<file path="src/sffcp_pkg.sv">
// constants for the serial flash full-cycle port
package sffcp_pkg;
   localparam logic [7:0] OP_PAGE_READ = 8'hd2;
   localparam logic [7:0] OP_ARRAY_READ = 8'he8;
   localparam logic [7:0] OP_ID_READ = 8'h9f;
   localparam logic [7:0] OP_STATUS_READ = 8'hd7;
   localparam logic [7:0] OP_XFER_BUF1 = 8'h53;
   localparam logic [7:0] OP_XFER_BUF2 = 8'h55;
   localparam logic [7:0] OP_PROG_BUF1 = 8'h82;
   localparam logic [7:0] OP_PROG_BUF2 = 8'h85;
   localparam logic [7:0] OP_OTP_PROG = 8'h9b;
   localparam logic [7:0] IDLE_BYTE = 8'hff;
   localparam logic [6:0] STATUS_LOW = 7'h00;
   localparam int ADDR_BYTES = 3;
   localparam int DUMMY_BYTES = 4;
   localparam int CLK_MHZ = 100;
   // longest times, rounded down to whole cycles
   localparam int T_EP_MS = 25;
   localparam int T_OTPP_US = 500;
   localparam int T_XFR_US = 200;
   localparam int T_EP_CYC = T_EP_MS * 1000 * CLK_MHZ;
   localparam int T_OTPP_CYC = T_OTPP_US * CLK_MHZ;
   localparam int T_XFR_CYC = T_XFR_US * CLK_MHZ;
   localparam int FIFO_DEPTH = 32;
   localparam int FIFO_WIDTH = 8;
   typedef enum logic [2:0]
   {
      ST_CMD = 3'b000,
      ST_ADDR = 3'b001,
      ST_DUMMY = 3'b010,
      ST_DIN = 3'b011,
      ST_DOUT = 3'b100,
      ST_IGNORE = 3'b101
   } sffcp_state_t;
endpackage : sffcp_pkg

</file>
<file path="src/sffcp_dev.sv">
// serial flash slave: full-cycle shifting, reads, buffers, timed programs
// Notes on behaviour
// RULE_01: output bits change on sck falling edges, input bits sampled on rising edges.
// RULE_02: host captures each output bit on the following falling edge.
// RULE_03: host launches input bits on rising edges, device samples next rising edge.
// RULE_04: sck low at select is mode 0, sck high is mode 3; both work.
// RULE_05: in spi-compatible timing, output is valid within the sck low phase.
// RULE_06: general full-cycle timing, host samples one period after launch, to 85MHz.
// RULE_07: buffer page erase and program keeps the device busy up to 25 ms.
// RULE_08: security area program keeps the device busy up to 500 us.
// RULE_09: opcode d2h streams bytes from the addressed page, wrapping within it.
// RULE_10: opcode e8h streams bytes sequentially through the whole array.
// RULE_11: opcode 9fh returns manufacturer then device identification bytes.
// RULE_12: page to buffer copy fills the buffer chosen by the opcode.
// RULE_13: host writes pages directly or through a buffer then program.
// RULE_14: host rewrites every sector page within 50,000 program operations.
// RULE_15: host keeps a pointer naming the next page to rewrite.
// RULE_16: low-power host may refresh all pages after 50,000 operations.
// RULE_17: page to buffer copy completes within 200 us, busy meanwhile.
// RULE_18: bytes travel msb first; select rising early aborts the command.
// RULE_19: host waits for busy to clear before another timed operation.
`timescale 1ns/1ps
module sffcp_dev
   import sffcp_pkg::*;
#(
   parameter int PAGES = 4,
   parameter int PAGE_BYTES = 16,
   parameter int OTP_BYTES = 16,
   parameter int EP_CYC = T_EP_CYC,
   parameter int OTPP_CYC = T_OTPP_CYC,
   parameter int XFR_CYC = T_XFR_CYC,
   parameter logic [7:0] MFR_ID = 8'h5a,    // arbitrary value
   parameter logic [15:0] DEV_ID = 16'h1234  // arbitrary value
) (
   input wire logic clk,
   input wire logic rstn,
   input wire logic cs_n_pin,
   input wire logic sck_pin,
   input wire logic mosi_pin,
   output logic miso_q,
   output logic miso_oe_n_q,
   output logic busy_q
);
   localparam int BW = $clog2(PAGE_BYTES);
   localparam int AW = $clog2(PAGES * PAGE_BYTES);
   localparam int OW = $clog2(OTP_BYTES);
   if ((PAGE_BYTES & (PAGE_BYTES - 1)) != 0 || (PAGES & (PAGES - 1)) != 0 || PAGES < 2
      || (OTP_BYTES & (OTP_BYTES - 1)) != 0 || OTP_BYTES > PAGE_BYTES || PAGE_BYTES < 2
      || EP_CYC < 2 || OTPP_CYC < 2 || XFR_CYC < 2)
   begin : g_chk
      $error("page count, page size and otp size must be powers of two");
   end

   function automatic logic [AW-1:0] page_base(input logic [AW-1:0] a);
      page_base = {a[AW-1:BW], {BW{1'b0}}};
   endfunction : page_base

   // pin synchronisers and edge detection
   logic cs_s1, cs_s2, cs_s3, sck_s1, sck_s2, sck_s3, mosi_s1, mosi_s2, mosi_s3;
   always_ff @(posedge clk)
   begin
      if (!rstn)
      begin
         {cs_s1, cs_s2, cs_s3} <= 3'h7;
         {sck_s1, sck_s2, sck_s3} <= 3'h0;
         {mosi_s1, mosi_s2, mosi_s3} <= 3'h0;
      end
      else
      begin
         {cs_s1, cs_s2, cs_s3} <= {cs_n_pin, cs_s1, cs_s2};
         {sck_s1, sck_s2, sck_s3} <= {sck_pin, sck_s1, sck_s2};
         {mosi_s1, mosi_s2, mosi_s3} <= {mosi_pin, mosi_s1, mosi_s2};
      end
   end
   logic sel, cs_fall, cs_rise, sck_rise, sck_fall;
   assign sel = !cs_s2 && !cs_s3;
   assign cs_fall = !cs_s2 && cs_s3;
   assign cs_rise = cs_s2 && !cs_s3;
   assign sck_rise = sel && sck_s2 && !sck_s3; // RULE_01
   assign sck_fall = sel && !sck_s2 && sck_s3; // RULE_01

   // mode capture at select
   logic mode3_q, seen_rise_q, fall_ok;
   always_ff @(posedge clk)
   begin
      if (!rstn)
      begin
         mode3_q <= 1'b0;
         seen_rise_q <= 1'b0;
      end
      else if (cs_fall)
      begin
         mode3_q <= sck_s2; // RULE_04
         seen_rise_q <= 1'b0;
      end
      else if (sck_rise)
         seen_rise_q <= 1'b1;
   end
   // in mode 3 the idle-high clock falls once before the first bit
   assign fall_ok = sck_fall && (!mode3_q || seen_rise_q); // RULE_04

   // receive shifter
   logic [6:0] rx_q;
   logic [2:0] bcnt_q;
   logic byte_done;
   logic [7:0] rx_byte;
   assign rx_byte = {rx_q, mosi_s3}; // RULE_18 RULE_01
   assign byte_done = sck_rise && bcnt_q == 3'h7;
   always_ff @(posedge clk)
   begin
      if (!rstn || cs_s2)
      begin
         rx_q <= '0;
         bcnt_q <= '0;
      end
      else if (sck_rise)
      begin
         rx_q <= rx_byte[6:0];
         bcnt_q <= bcnt_q + 3'h1;
      end
   end

   // command sequencer
   sffcp_state_t state_q;
   logic [7:0] op_q;
   logic [23:0] addr_q;
   logic [2:0] cnt_q;
   logic xfer_ok_q;
   logic [BW-1:0] wptr_q;
   logic [AW-1:0] rd_q;
   logic is_read, is_xfer, is_prog;
   assign is_read = op_q == OP_PAGE_READ || op_q == OP_ARRAY_READ;
   assign is_xfer = op_q == OP_XFER_BUF1 || op_q == OP_XFER_BUF2;
   assign is_prog = op_q == OP_PROG_BUF1 || op_q == OP_PROG_BUF2;
   always_ff @(posedge clk)
   begin
      if (!rstn || cs_s2)
      begin
         state_q <= ST_CMD; // RULE_18
         op_q <= '0;
         addr_q <= '0;
         cnt_q <= '0;
         xfer_ok_q <= 1'b0;
         wptr_q <= '0;
      end
      else if (byte_done)
      begin
         case (state_q)
            ST_CMD:
            begin
               op_q <= rx_byte;
               cnt_q <= '0;
               if (rx_byte == OP_ID_READ || rx_byte == OP_STATUS_READ)
                  state_q <= ST_DOUT; // RULE_11
               else if (rx_byte == OP_OTP_PROG)
                  state_q <= ST_DIN;
               else if (rx_byte == OP_PAGE_READ || rx_byte == OP_ARRAY_READ
                  || rx_byte == OP_XFER_BUF1 || rx_byte == OP_XFER_BUF2
                  || rx_byte == OP_PROG_BUF1 || rx_byte == OP_PROG_BUF2)
                  state_q <= ST_ADDR;
               else
                  state_q <= ST_IGNORE;
            end
            ST_ADDR:
            begin
               addr_q <= {addr_q[15:0], rx_byte};
               cnt_q <= cnt_q + 3'h1;
               if (cnt_q == 3'(ADDR_BYTES - 1))
               begin
                  cnt_q <= '0;
                  wptr_q <= rx_byte[BW-1:0];
                  if (is_read)
                     state_q <= ST_DUMMY;
                  else if (is_prog)
                     state_q <= ST_DIN;
                  else
                  begin
                     xfer_ok_q <= 1'b1;
                     state_q <= ST_IGNORE;
                  end
               end
            end
            ST_DUMMY:
            begin
               cnt_q <= cnt_q + 3'h1;
               if (cnt_q == 3'(DUMMY_BYTES - 1))
                  state_q <= ST_DOUT;
            end
            ST_DIN:
               wptr_q <= wptr_q + 1'b1;
            default:
               state_q <= state_q;
         endcase
      end
   end

   // busy timer; timed commands during busy are dropped
   logic [31:0] busy_cnt_q;
   logic do_xfer, do_prog, do_otp;
   assign do_xfer = cs_rise && !busy_q && xfer_ok_q; // RULE_12
   assign do_prog = cs_rise && !busy_q && state_q == ST_DIN && is_prog; // RULE_18
   assign do_otp = cs_rise && !busy_q && state_q == ST_DIN && op_q == OP_OTP_PROG;
   always_ff @(posedge clk)
   begin
      if (!rstn)
      begin
         busy_cnt_q <= '0;
         busy_q <= 1'b0;
      end
      else if (do_prog)
      begin
         busy_cnt_q <= 32'(EP_CYC); // RULE_07
         busy_q <= 1'b1;
      end
      else if (do_otp)
      begin
         busy_cnt_q <= 32'(OTPP_CYC); // RULE_08
         busy_q <= 1'b1;
      end
      else if (do_xfer)
      begin
         busy_cnt_q <= 32'(XFR_CYC); // RULE_17
         busy_q <= 1'b1;
      end
      else if (busy_cnt_q != '0)
      begin
         busy_cnt_q <= busy_cnt_q - 32'h1;
         busy_q <= busy_cnt_q != 32'h1;
      end
   end

   // storage: array, two buffers, security area
   logic [7:0] mem_q [PAGES * PAGE_BYTES];
   logic [7:0] buf_q [2][PAGE_BYTES];
   logic [7:0] otp_q [OTP_BYTES];
   logic [AW-1:0] tgt;
   logic bsel;
   logic din_we;
   assign tgt = page_base(addr_q[AW-1:0]);
   assign bsel = op_q[1];
   assign din_we = byte_done && state_q == ST_DIN;
   always_ff @(posedge clk)
   begin
      if (!rstn)
      begin
         for (int i = 0; i < OTP_BYTES; i++)
            otp_q[i] <= IDLE_BYTE;
      end
      else if (din_we && op_q == OP_OTP_PROG && !busy_q)
         otp_q[wptr_q[OW-1:0]] <= rx_byte;
   end
   always_ff @(posedge clk)
   begin
      if (din_we && is_prog)
         buf_q[bsel][wptr_q] <= rx_byte; // RULE_13
      else if (do_xfer)
      begin
         for (int i = 0; i < PAGE_BYTES; i++)
            buf_q[bsel][i] <= mem_q[tgt + AW'(i)]; // RULE_12
      end
      if (do_prog)
      begin
         for (int i = 0; i < PAGE_BYTES; i++)
            mem_q[tgt + AW'(i)] <= buf_q[bsel][i]; // RULE_07
      end
   end

   // read fetch into the fifo
   logic push_rdy, pop_v;
   logic [7:0] push_data, pop_data;
   logic fetch, tx_load;
   assign fetch = state_q == ST_DOUT && !cs_s2;
   always_comb
   begin
      push_data = 8'h00;
      if (op_q == OP_STATUS_READ)
         push_data = {!busy_q, STATUS_LOW};
      else if (op_q == OP_ID_READ)
      begin
         if (rd_q == '0)
            push_data = MFR_ID; // RULE_11
         else if (rd_q == AW'(1))
            push_data = DEV_ID[15:8];
         else if (rd_q == AW'(2))
            push_data = DEV_ID[7:0];
      end
      else
         push_data = mem_q[rd_q];
   end
   always_ff @(posedge clk)
   begin
      if (!rstn || state_q != ST_DOUT)
         rd_q <= (op_q == OP_ID_READ) ? '0 : addr_q[AW-1:0];
      else if (fetch && push_rdy)
      begin
         if (op_q == OP_PAGE_READ)
            rd_q <= {rd_q[AW-1:BW], rd_q[BW-1:0] + BW'(1)}; // RULE_09
         else if (op_q == OP_ARRAY_READ || rd_q < AW'(3))
            rd_q <= rd_q + AW'(1); // RULE_10
      end
   end

   sffcp_fifo #(
      .WIDTH(FIFO_WIDTH),
      .DEPTH(FIFO_DEPTH)
   ) u_fifo (
      .clk(clk),
      .rstn(rstn),
      .flush(cs_s2),
      .in_valid(fetch),
      .in_ready(push_rdy),
      .in_data(push_data),
      .out_valid(pop_v),
      .out_ready(tx_load),
      .out_data(pop_data)
   );

   // transmit shifter, launches on falling edges
   logic [6:0] tx_q;
   logic [2:0] tcnt_q;
   logic [7:0] tx_byte;
   assign tx_load = fall_ok && state_q == ST_DOUT && tcnt_q == 3'h0;
   assign tx_byte = pop_v ? pop_data : IDLE_BYTE;
   always_ff @(posedge clk)
   begin
      if (!rstn || cs_s2)
      begin
         tx_q <= '0;
         tcnt_q <= '0;
         miso_q <= 1'b1;
      end
      else if (fall_ok && state_q == ST_DOUT)
      begin
         tcnt_q <= tcnt_q + 3'h1;
         if (tx_load)
         begin
            miso_q <= tx_byte[7]; // RULE_18
            tx_q <= tx_byte[6:0];
         end
         else
         begin
            miso_q <= tx_q[6]; // RULE_01 RULE_06
            tx_q <= {tx_q[5:0], 1'b0};
         end
      end
   end
   // drive only while selected in the output phase
   always_ff @(posedge clk)
   begin
      if (!rstn)
         miso_oe_n_q <= 1'b1;
      else
         miso_oe_n_q <= !(state_q == ST_DOUT && !cs_s2); // RULE_05
   end
endmodule : sffcp_dev

</file>
<file path="src/sffcp_fifo.sv">
// byte fifo between the read fetch and the serial shifter
`timescale 1ns/1ps
module sffcp_fifo #(
   parameter int WIDTH = 8,
   parameter int DEPTH = 32
) (
   input wire logic clk,
   input wire logic rstn,
   input wire logic flush,
   input wire logic in_valid,
   output logic in_ready,
   input wire logic [WIDTH-1:0] in_data,
   output logic out_valid,
   input wire logic out_ready,
   output logic [WIDTH-1:0] out_data
);
   localparam int PW = $clog2(DEPTH);
   if (DEPTH < 2 || (DEPTH & (DEPTH - 1)) != 0)
   begin : g_chk
      $error("fifo depth must be a power of two, at least 2");
   end
   logic [WIDTH-1:0] mem_q [DEPTH];
   logic [PW:0] wp_q;
   logic [PW:0] rp_q;
   logic push;
   logic pop;
   assign in_ready = (wp_q[PW] == rp_q[PW]) || (wp_q[PW-1:0] != rp_q[PW-1:0]);
   assign out_valid = wp_q != rp_q;
   assign out_data = mem_q[rp_q[PW-1:0]];
   assign push = in_valid && in_ready && !flush;
   assign pop = out_valid && out_ready && !flush;
   always_ff @(posedge clk)
   begin
      if (!rstn || flush)
      begin
         wp_q <= '0;
         rp_q <= '0;
      end
      else
      begin
         if (push)
            wp_q <= wp_q + 1'b1;
         if (pop)
            rp_q <= rp_q + 1'b1;
      end
   end
   always_ff @(posedge clk)
   begin
      if (push)
         mem_q[wp_q[PW-1:0]] <= in_data;
   end
endmodule : sffcp_fifo

</file>
<file path="config.mk">
export PLATFORM = sky130hd
export DESIGN_NAME = sffcp_dev
export DESIGN_NICKNAME = d
export VERILOG_FILES = /design/src/sffcp_pkg.sv /design/src/sffcp_dev.sv /design/src/sffcp_fifo.sv
export SDC_FILE = /design/constraint.sdc
export NUM_CORES = 1
export LEC_CHECK = 0
export BUFFER_PORTS_ARGS = -buffer_cell sky130_fd_sc_hd__buf_4
export CAP_MARGIN = 20
export CORE_UTILIZATION = 55
export CTS_BUF_LIST = sky130_fd_sc_hd__clkbuf_4
export DETAILED_ROUTE_END_ITERATION = 6
export GPL_ROUTABILITY_DRIVEN = 0
export HOLD_SLACK_MARGIN = 0.05
export PLACE_DENSITY = 0.67
export SYNTH_ARGS = -nofsm -noshare
export SYNTH_HDL_FRONTEND = slang
export SYNTH_SLANG_ARGS = --single-unit
</file>
<file path="constraint.sdc">
create_clock -name clk -period 22.9 [get_ports clk]
set_clock_uncertainty 0.05 [all_clocks]
set_input_delay 4.58 -clock clk [delete_from_list [all_inputs] [get_ports clk]]
set_output_delay 4.58 -clock clk [all_outputs]
set_load 0.005 [all_outputs]
</file>
# After elaboration in Yosys (flattened, before gate mapping)
# Memories as Yosys holds them, arrays and structs flattened. A register that Yosys moved wholly into a read port is not among the register bits.
# Cells that the tools add are included.
# W data, S select, Z words.
dict set report totals {
  input_bits 5
  ram_bits 1024
  memories 3
  elab_cells 474
  output_inout_bits 3
  register_bits 109
}
dict set report op_classes {
  bitwise 132
  reduce_logical 69
  n_lt_le_gt_ge 3
  addsub 24
  muxes 178
  eq_ne 33
}
# name depth word_bits rd rd_clocked_by_memory_dff wr line
set memory_table {}
lappend memory_table {mem_q 64 8 17 1 16 sffcp_dev.sv:233} ;# logic [7:0] mem_q [PAGES * PAGE_BYTES];
lappend memory_table {buf_q 2 128 1 1 1 sffcp_dev.sv:234} ;# logic [7:0] buf_q [2][PAGE_BYTES];
lappend memory_table {u_fifo.mem_q 32 8 1 1 1 sffcp_fifo.sv:22} ;# logic [WIDTH-1:0] mem_q [DEPTH];
# cell count
set ops {}
lappend ops {{$mux W1} 143}
lappend ops {{$mux W128} 1}
lappend ops {{$or A1 B1 Y1} 128}
lappend ops {{$eq A8 B8 Y1 const B} 14}
lappend ops {{$mux W22} 4}
lappend ops {{$mux W6} 9}
lappend ops {{$add A6 B4 Y6 const B} 8}
lappend ops {{$demux W8 S4} 1}
lappend ops {{$mux W8} 4}
lappend ops {{$ne A32 B1 Y1 const B} 1}
lappend ops {{$reduce_bool A32 Y1} 1}
lappend ops {{$sub A32 B1 Y32 const B} 1}
lappend ops {{$add A6 B1 Y6 const B} 4}
lappend ops {{$add A6 B3 Y6 const B} 4}
lappend ops {{$logic_and A1 B1 Y1} 24}
lappend ops {{$mux W3} 8}
lappend ops {{$pmux W3 S3} 2}
lappend ops {{$eq A8 B7 Y1 const B} 2}
lappend ops {{$mux W7} 2}
lappend ops {{$logic_or A1 B1 Y1} 13}
lappend ops {{$add A6 B2 Y6 const B} 2}
lappend ops {{$eq A3 B2 Y1 const B} 4}
lappend ops {{$mux W5} 2}
lappend ops {{$add A3 B1 Y3 const B} 3}
lappend ops {{30 further kinds} 54}

# Depth between registers and ports, before layout
dict set report logic_depth {
  depth_word 11
  ltp_mapped 10
  ltp_nobuf 8
}

# By module
# Synthesis repeated with hierarchy kept, for this count alone.
dict set report unflattened {
  hier_cells 2841
  hier_area_um2 48836.8
}
# module cells_each seq_area_each_um2 n_inst area_each_um2
set by_module_without_submodules {}
lappend by_module_without_submodules {sffcp_dev 2341 25124.1 1 38130.3}
lappend by_module_without_submodules {sffcp_fifo 500 8027.7 1 10706.5}

# Worst setup path before layout
# Ideal clock, no wire load.
dict set report synth_timing {
  path_kind {register -> register}
  from {register cs_s2}
  to {memory mem_q[16][0] (enable)}
  arrival_ns 10.822
  n_path_buf 2
  setup_ns 0.799
  required_ns 22.051
  period_less_slack_ns 11.671
  slack_ns 11.229
  stages_incl_launch_ff 7
  cell_sequence {dfxtp_1 > nor3b_1 > nor3b_1 > nand2b_1 > clkbuf_1 > clkbuf_1 > nor3b_1}
}
# item line
set synth_lines {}
lappend synth_lines {{from (decl)} sffcp_dev.sv:59} ;# logic cs_s1, cs_s2, cs_s3, sck_s1, sck_s2, sck_s3, mosi_s1, mosi_s2, mosi_s3;
lappend synth_lines {{from (signal assigned)} sffcp_dev.sv:70} ;# {cs_s1, cs_s2, cs_s3} <= {cs_n_pin, cs_s1, cs_s2};
lappend synth_lines {{to (decl)} sffcp_dev.sv:233}

# Worst setup path in the final report
dict set report layout_timing {
  from {register miso_q}
  to {output miso_q}
}
# item line
set layout_lines {}
lappend layout_lines {{from (decl)} sffcp_dev.sv:40} ;# output logic miso_q,
lappend layout_lines {{from (signal assigned)} sffcp_dev.sv:337} ;# miso_q <= tx_byte[7];
lappend layout_lines {{from (signal assigned)} sffcp_dev.sv:342} ;# miso_q <= tx_q[6];
# No word-level cell between the ends.

==> flow_summary.toml <==
[run_status]
status = "complete, no violations"

[sta]
worst_slew_pin_slew_ns = 1.16
hold_viol = 0
final.setup.worst_slack_ns = 16.60
setup_viol = 0
period_needed_ns = 6.30
setup_tns_ns = 0
slew_headroom_pct = 22.4
rsz0062_at_grt = "false"
finalCritPeriodShare_pct = 27.5
fmax_mhz = 159
slew_violations = 0

[clock_tree]
root_buffer = "clkbuf_4"
cts_hold_buf = 0
clk-insertion-delay-late_ns = 1.17
cts_made_buffers = 308
cts_tree = "yes"
clkSinkCount = 1141
htreeDepth = 5
clock_path_buffers = 4
cts-resized-gates = 0
path_clk_slew_ns = 0.06
postCtsSetupBuffers = 0

[drt]
ant_nets = 0
initialDrtViolationCount = 3010
drt-vias-per-instance = 6.31
wirelength_mm = 120
drc_errors = 0
vias = 27600
drt_first_pass_iters = 5
wl_per_cell_um = 27.5

[synthesis]
yosys-top-cells-count = "edfxtp_1 (1030), nand2_1 (364), mux4_2 (340)"
avgSynthCellArea_um2 = 17.2
yosys_most_used_dff = "edfxtp_1"
yosysTopAreaCell = "edfxtp_1"
post-synth-top-area-fraction_pct = 63.4
synth_edf_count = 1030
synthArstFlopShare_pct = 0
synth_area_um2 = 48800
synth_cell_types = 64
synth_area_leaders = "edfxtp_1 (63%), mux4_2 (16%), dfxtp_1 (4.6%)"
synth_nets = 2856
yosys_warnings = 0
synth_seq_area_share_pct = 68.0
syn_inst = 2828
ys_ff_latch = 1141
synth.most_common_cell = "edfxtp_1"

[floorplanning]
core_area_um2 = 87300
start_util_pct = 55.9
die_w_um = 300
die-area_um2 = 89900
die_y_um = 300
ioPinCount = 8
row_count = 108

[grt]
first_global_vias = 28900
antenna_found_initial = 2
grt_pass1_wl_mm = 181
grt-ovfl-total = 0
track_usage_pct = 27.5
grt_start_max_net_pins = 105

[worst_setup_path]
cp_cell_sequence = "buf_4"
max_stage_delay_ns = 0.37
path_buf_inv = 1
crit_required_ns = 18.27
rr_worst_depth = 8
path_depth = 1
cp_top_family = "flip-flops"
crit_arrival_ns = 1.67
endpoint = "miso_q"
rr_endpoint = "u_fifo.mem_q[12][2]$_DFFE_PP_"
setup.worst_path.start = "miso_q$_SDFFE_PP1P_"
critPathSlowestCell = "dfxtp_1"
rrSetupSlack_ns = 18.00
crit_type = "register to output port"
endpoint_kind = "output port"
r2r_start = "rd_q[1]$_DFFE_PP_"
critPathMaxFanout = 2
start_kind = "register"

[job]
drv_cap = 0

[placed_design]
io_buffer_count = 7
dp_hpwl_mm = 73.9
pre_cts_ws_ns = 16.35

[power_and_ir_drop]
p_leak_nw = 17.5
vdd_drop_max_v = 0.0000534
cellPowerDensity_nw_per_um2 = 78.8

[final_layout]
drive_gt1_share_pct = 32.4
area_delta_synth_final_pct = 10.1
layout.nets = 3062

[min_path]
hold_path.class = "register to register"
## metrics by stage
stage	util (%)	cells	power, mW	instance area [um2]	hold slack [ns]
CTS	61.5	4364	4.27	53700	0.371
global route	61.5	4371	4.40	53700	0.396
floorplan	-	2828	2.50	48800	0.336
global placement	57.3	3875	2.53	50000	0.365
detailed placement	57.3	3878	2.54	50000	0.346
finish	61.5	4371	4.23	53700	0.371
## power breakdown
part | switching [mW] | total, mW | leakage, nW | internal, mW
registers | 0.0286 | 2.29 | 10.3 | 2.26
clock network | 0.795 | 1.73 | 2.19 | 0.938
logic | 0.120 | 0.213 | 5.02 | 0.0926
## placed cells by master, fill, tap and decap left out, drive strengths merged, types with 5 or more instances in the layout
cell / synthesis / routed
edfxtp: 1030 / 1030
clkbuf: 96 / 440
nand2: 364 / 364
mux4: 340 / 340
nor2: 144 / 144
mux2: 137 / 137
dfxtp: 111 / 111
buf: 75 / 67
a21oi: 57 / 57
nand3: 41 / 41
clkinv: 0 / 36
o21ai: 35 / 35
nor2b: 32 / 32
inv: 26 / 29
mux2i: 26 / 26
xor2: 25 / 25
xnor2: 24 / 24
nor3: 24 / 24
ha: 23 / 23
nor4: 18 / 18
a22oi: 17 / 17
nand2b: 15 / 15
o22ai: 15 / 15
nand4: 15 / 15
nor3b: 12 / 12
a31oi: 11 / 11
or3: 11 / 11
and2: 10 / 10
o21a: 8 / 8
o211ai: 8 / 8
nand3b: 8 / 8
and3: 8 / 8
diode: 0 / 6
or2: 6 / 6
bufinv: 0 / 6
a211oi: 5 / 5
a2111oi: 5 / 5
## registers in the layout (all words and copies together), names as in the netlist, 4 cells and up, named ones only
register / count
mem_q: 512
buf_q: 256
u_fifo.mem_q: 256
busy_cnt_q: 32
op_q: 8
rx_q: 7
tx_q: 7
addr_q: 6
rd_q: 6
u_fifo.rp_q: 6
u_fifo.wp_q: 6
wptr_q: 4
## kinds of logic after synthesis
family | share of synthesized area (%)
AOI/OAI and AO/OA | 2.38
xor gates and xnor gates | 0.880
muxes | 19.4
buffers and inverters | 1.82
adders and majority gates | 0.590
DFF | 68.0
and+or+nand+nor | 6.98
## worst min-delay path by stage
stage / from / to / slack (ns) / depth (start not counted)
final: cs_s1$_SDFF_PN1_ / cs_s2$_SDFF_PN1_ / 0.37 / 1
after global routing: cs_s1$_SDFF_PN1_ / cs_s2$_SDFF_PN1_ / 0.40 / 1
after CTS: cs_s1$_SDFF_PN1_ / cs_s2$_SDFF_PN1_ / 0.37 / 1
after detailed placement: cs_s1$_SDFF_PN1_ / cs_s2$_SDFF_PN1_ / 0.35 / 1
after global placement: cs_s1$_SDFF_PN1_ / cs_s2$_SDFF_PN1_ / 0.37 / 1
after floorplan: cs_s1$_SDFF_PN1_ / cs_s2$_SDFF_PN1_ / 0.34 / 1
## final cells by class
| type | instances | area (um2) |
|---|---|---|
| Antenna cell | 6 | 15.0 |
| Clock buffer | 440 | 3300 |
| Clock inverter | 46 | 342 |
| Fill cell | 6405 | 33600 |
| Inverter | 26 | 97.6 |
| Multi-Input combinational cell | 1490 | 14800 |
| Sequential cell | 1141 | 33200 |
| Tap cell | 1155 | 1450 |
| Timing Repair Buffer | 67 | 534 |
## layer usage
| layer | vias to the layer above | GRT usage [%] | part of all wire, % |
|---|---|---|---|
| li1 | 11800 | - | - |
| met1 | 14200 | 36.8 | 39 |
| met2 | 1400 | 44.6 | 50 |
| met5 | - | 0 | 0 |
| met3 | 220 | 5.46 | 8.4 |
| met4 | 0 | 11.4 | 3.2 |
Note: power is estimated with default switching activity, not from simulation.
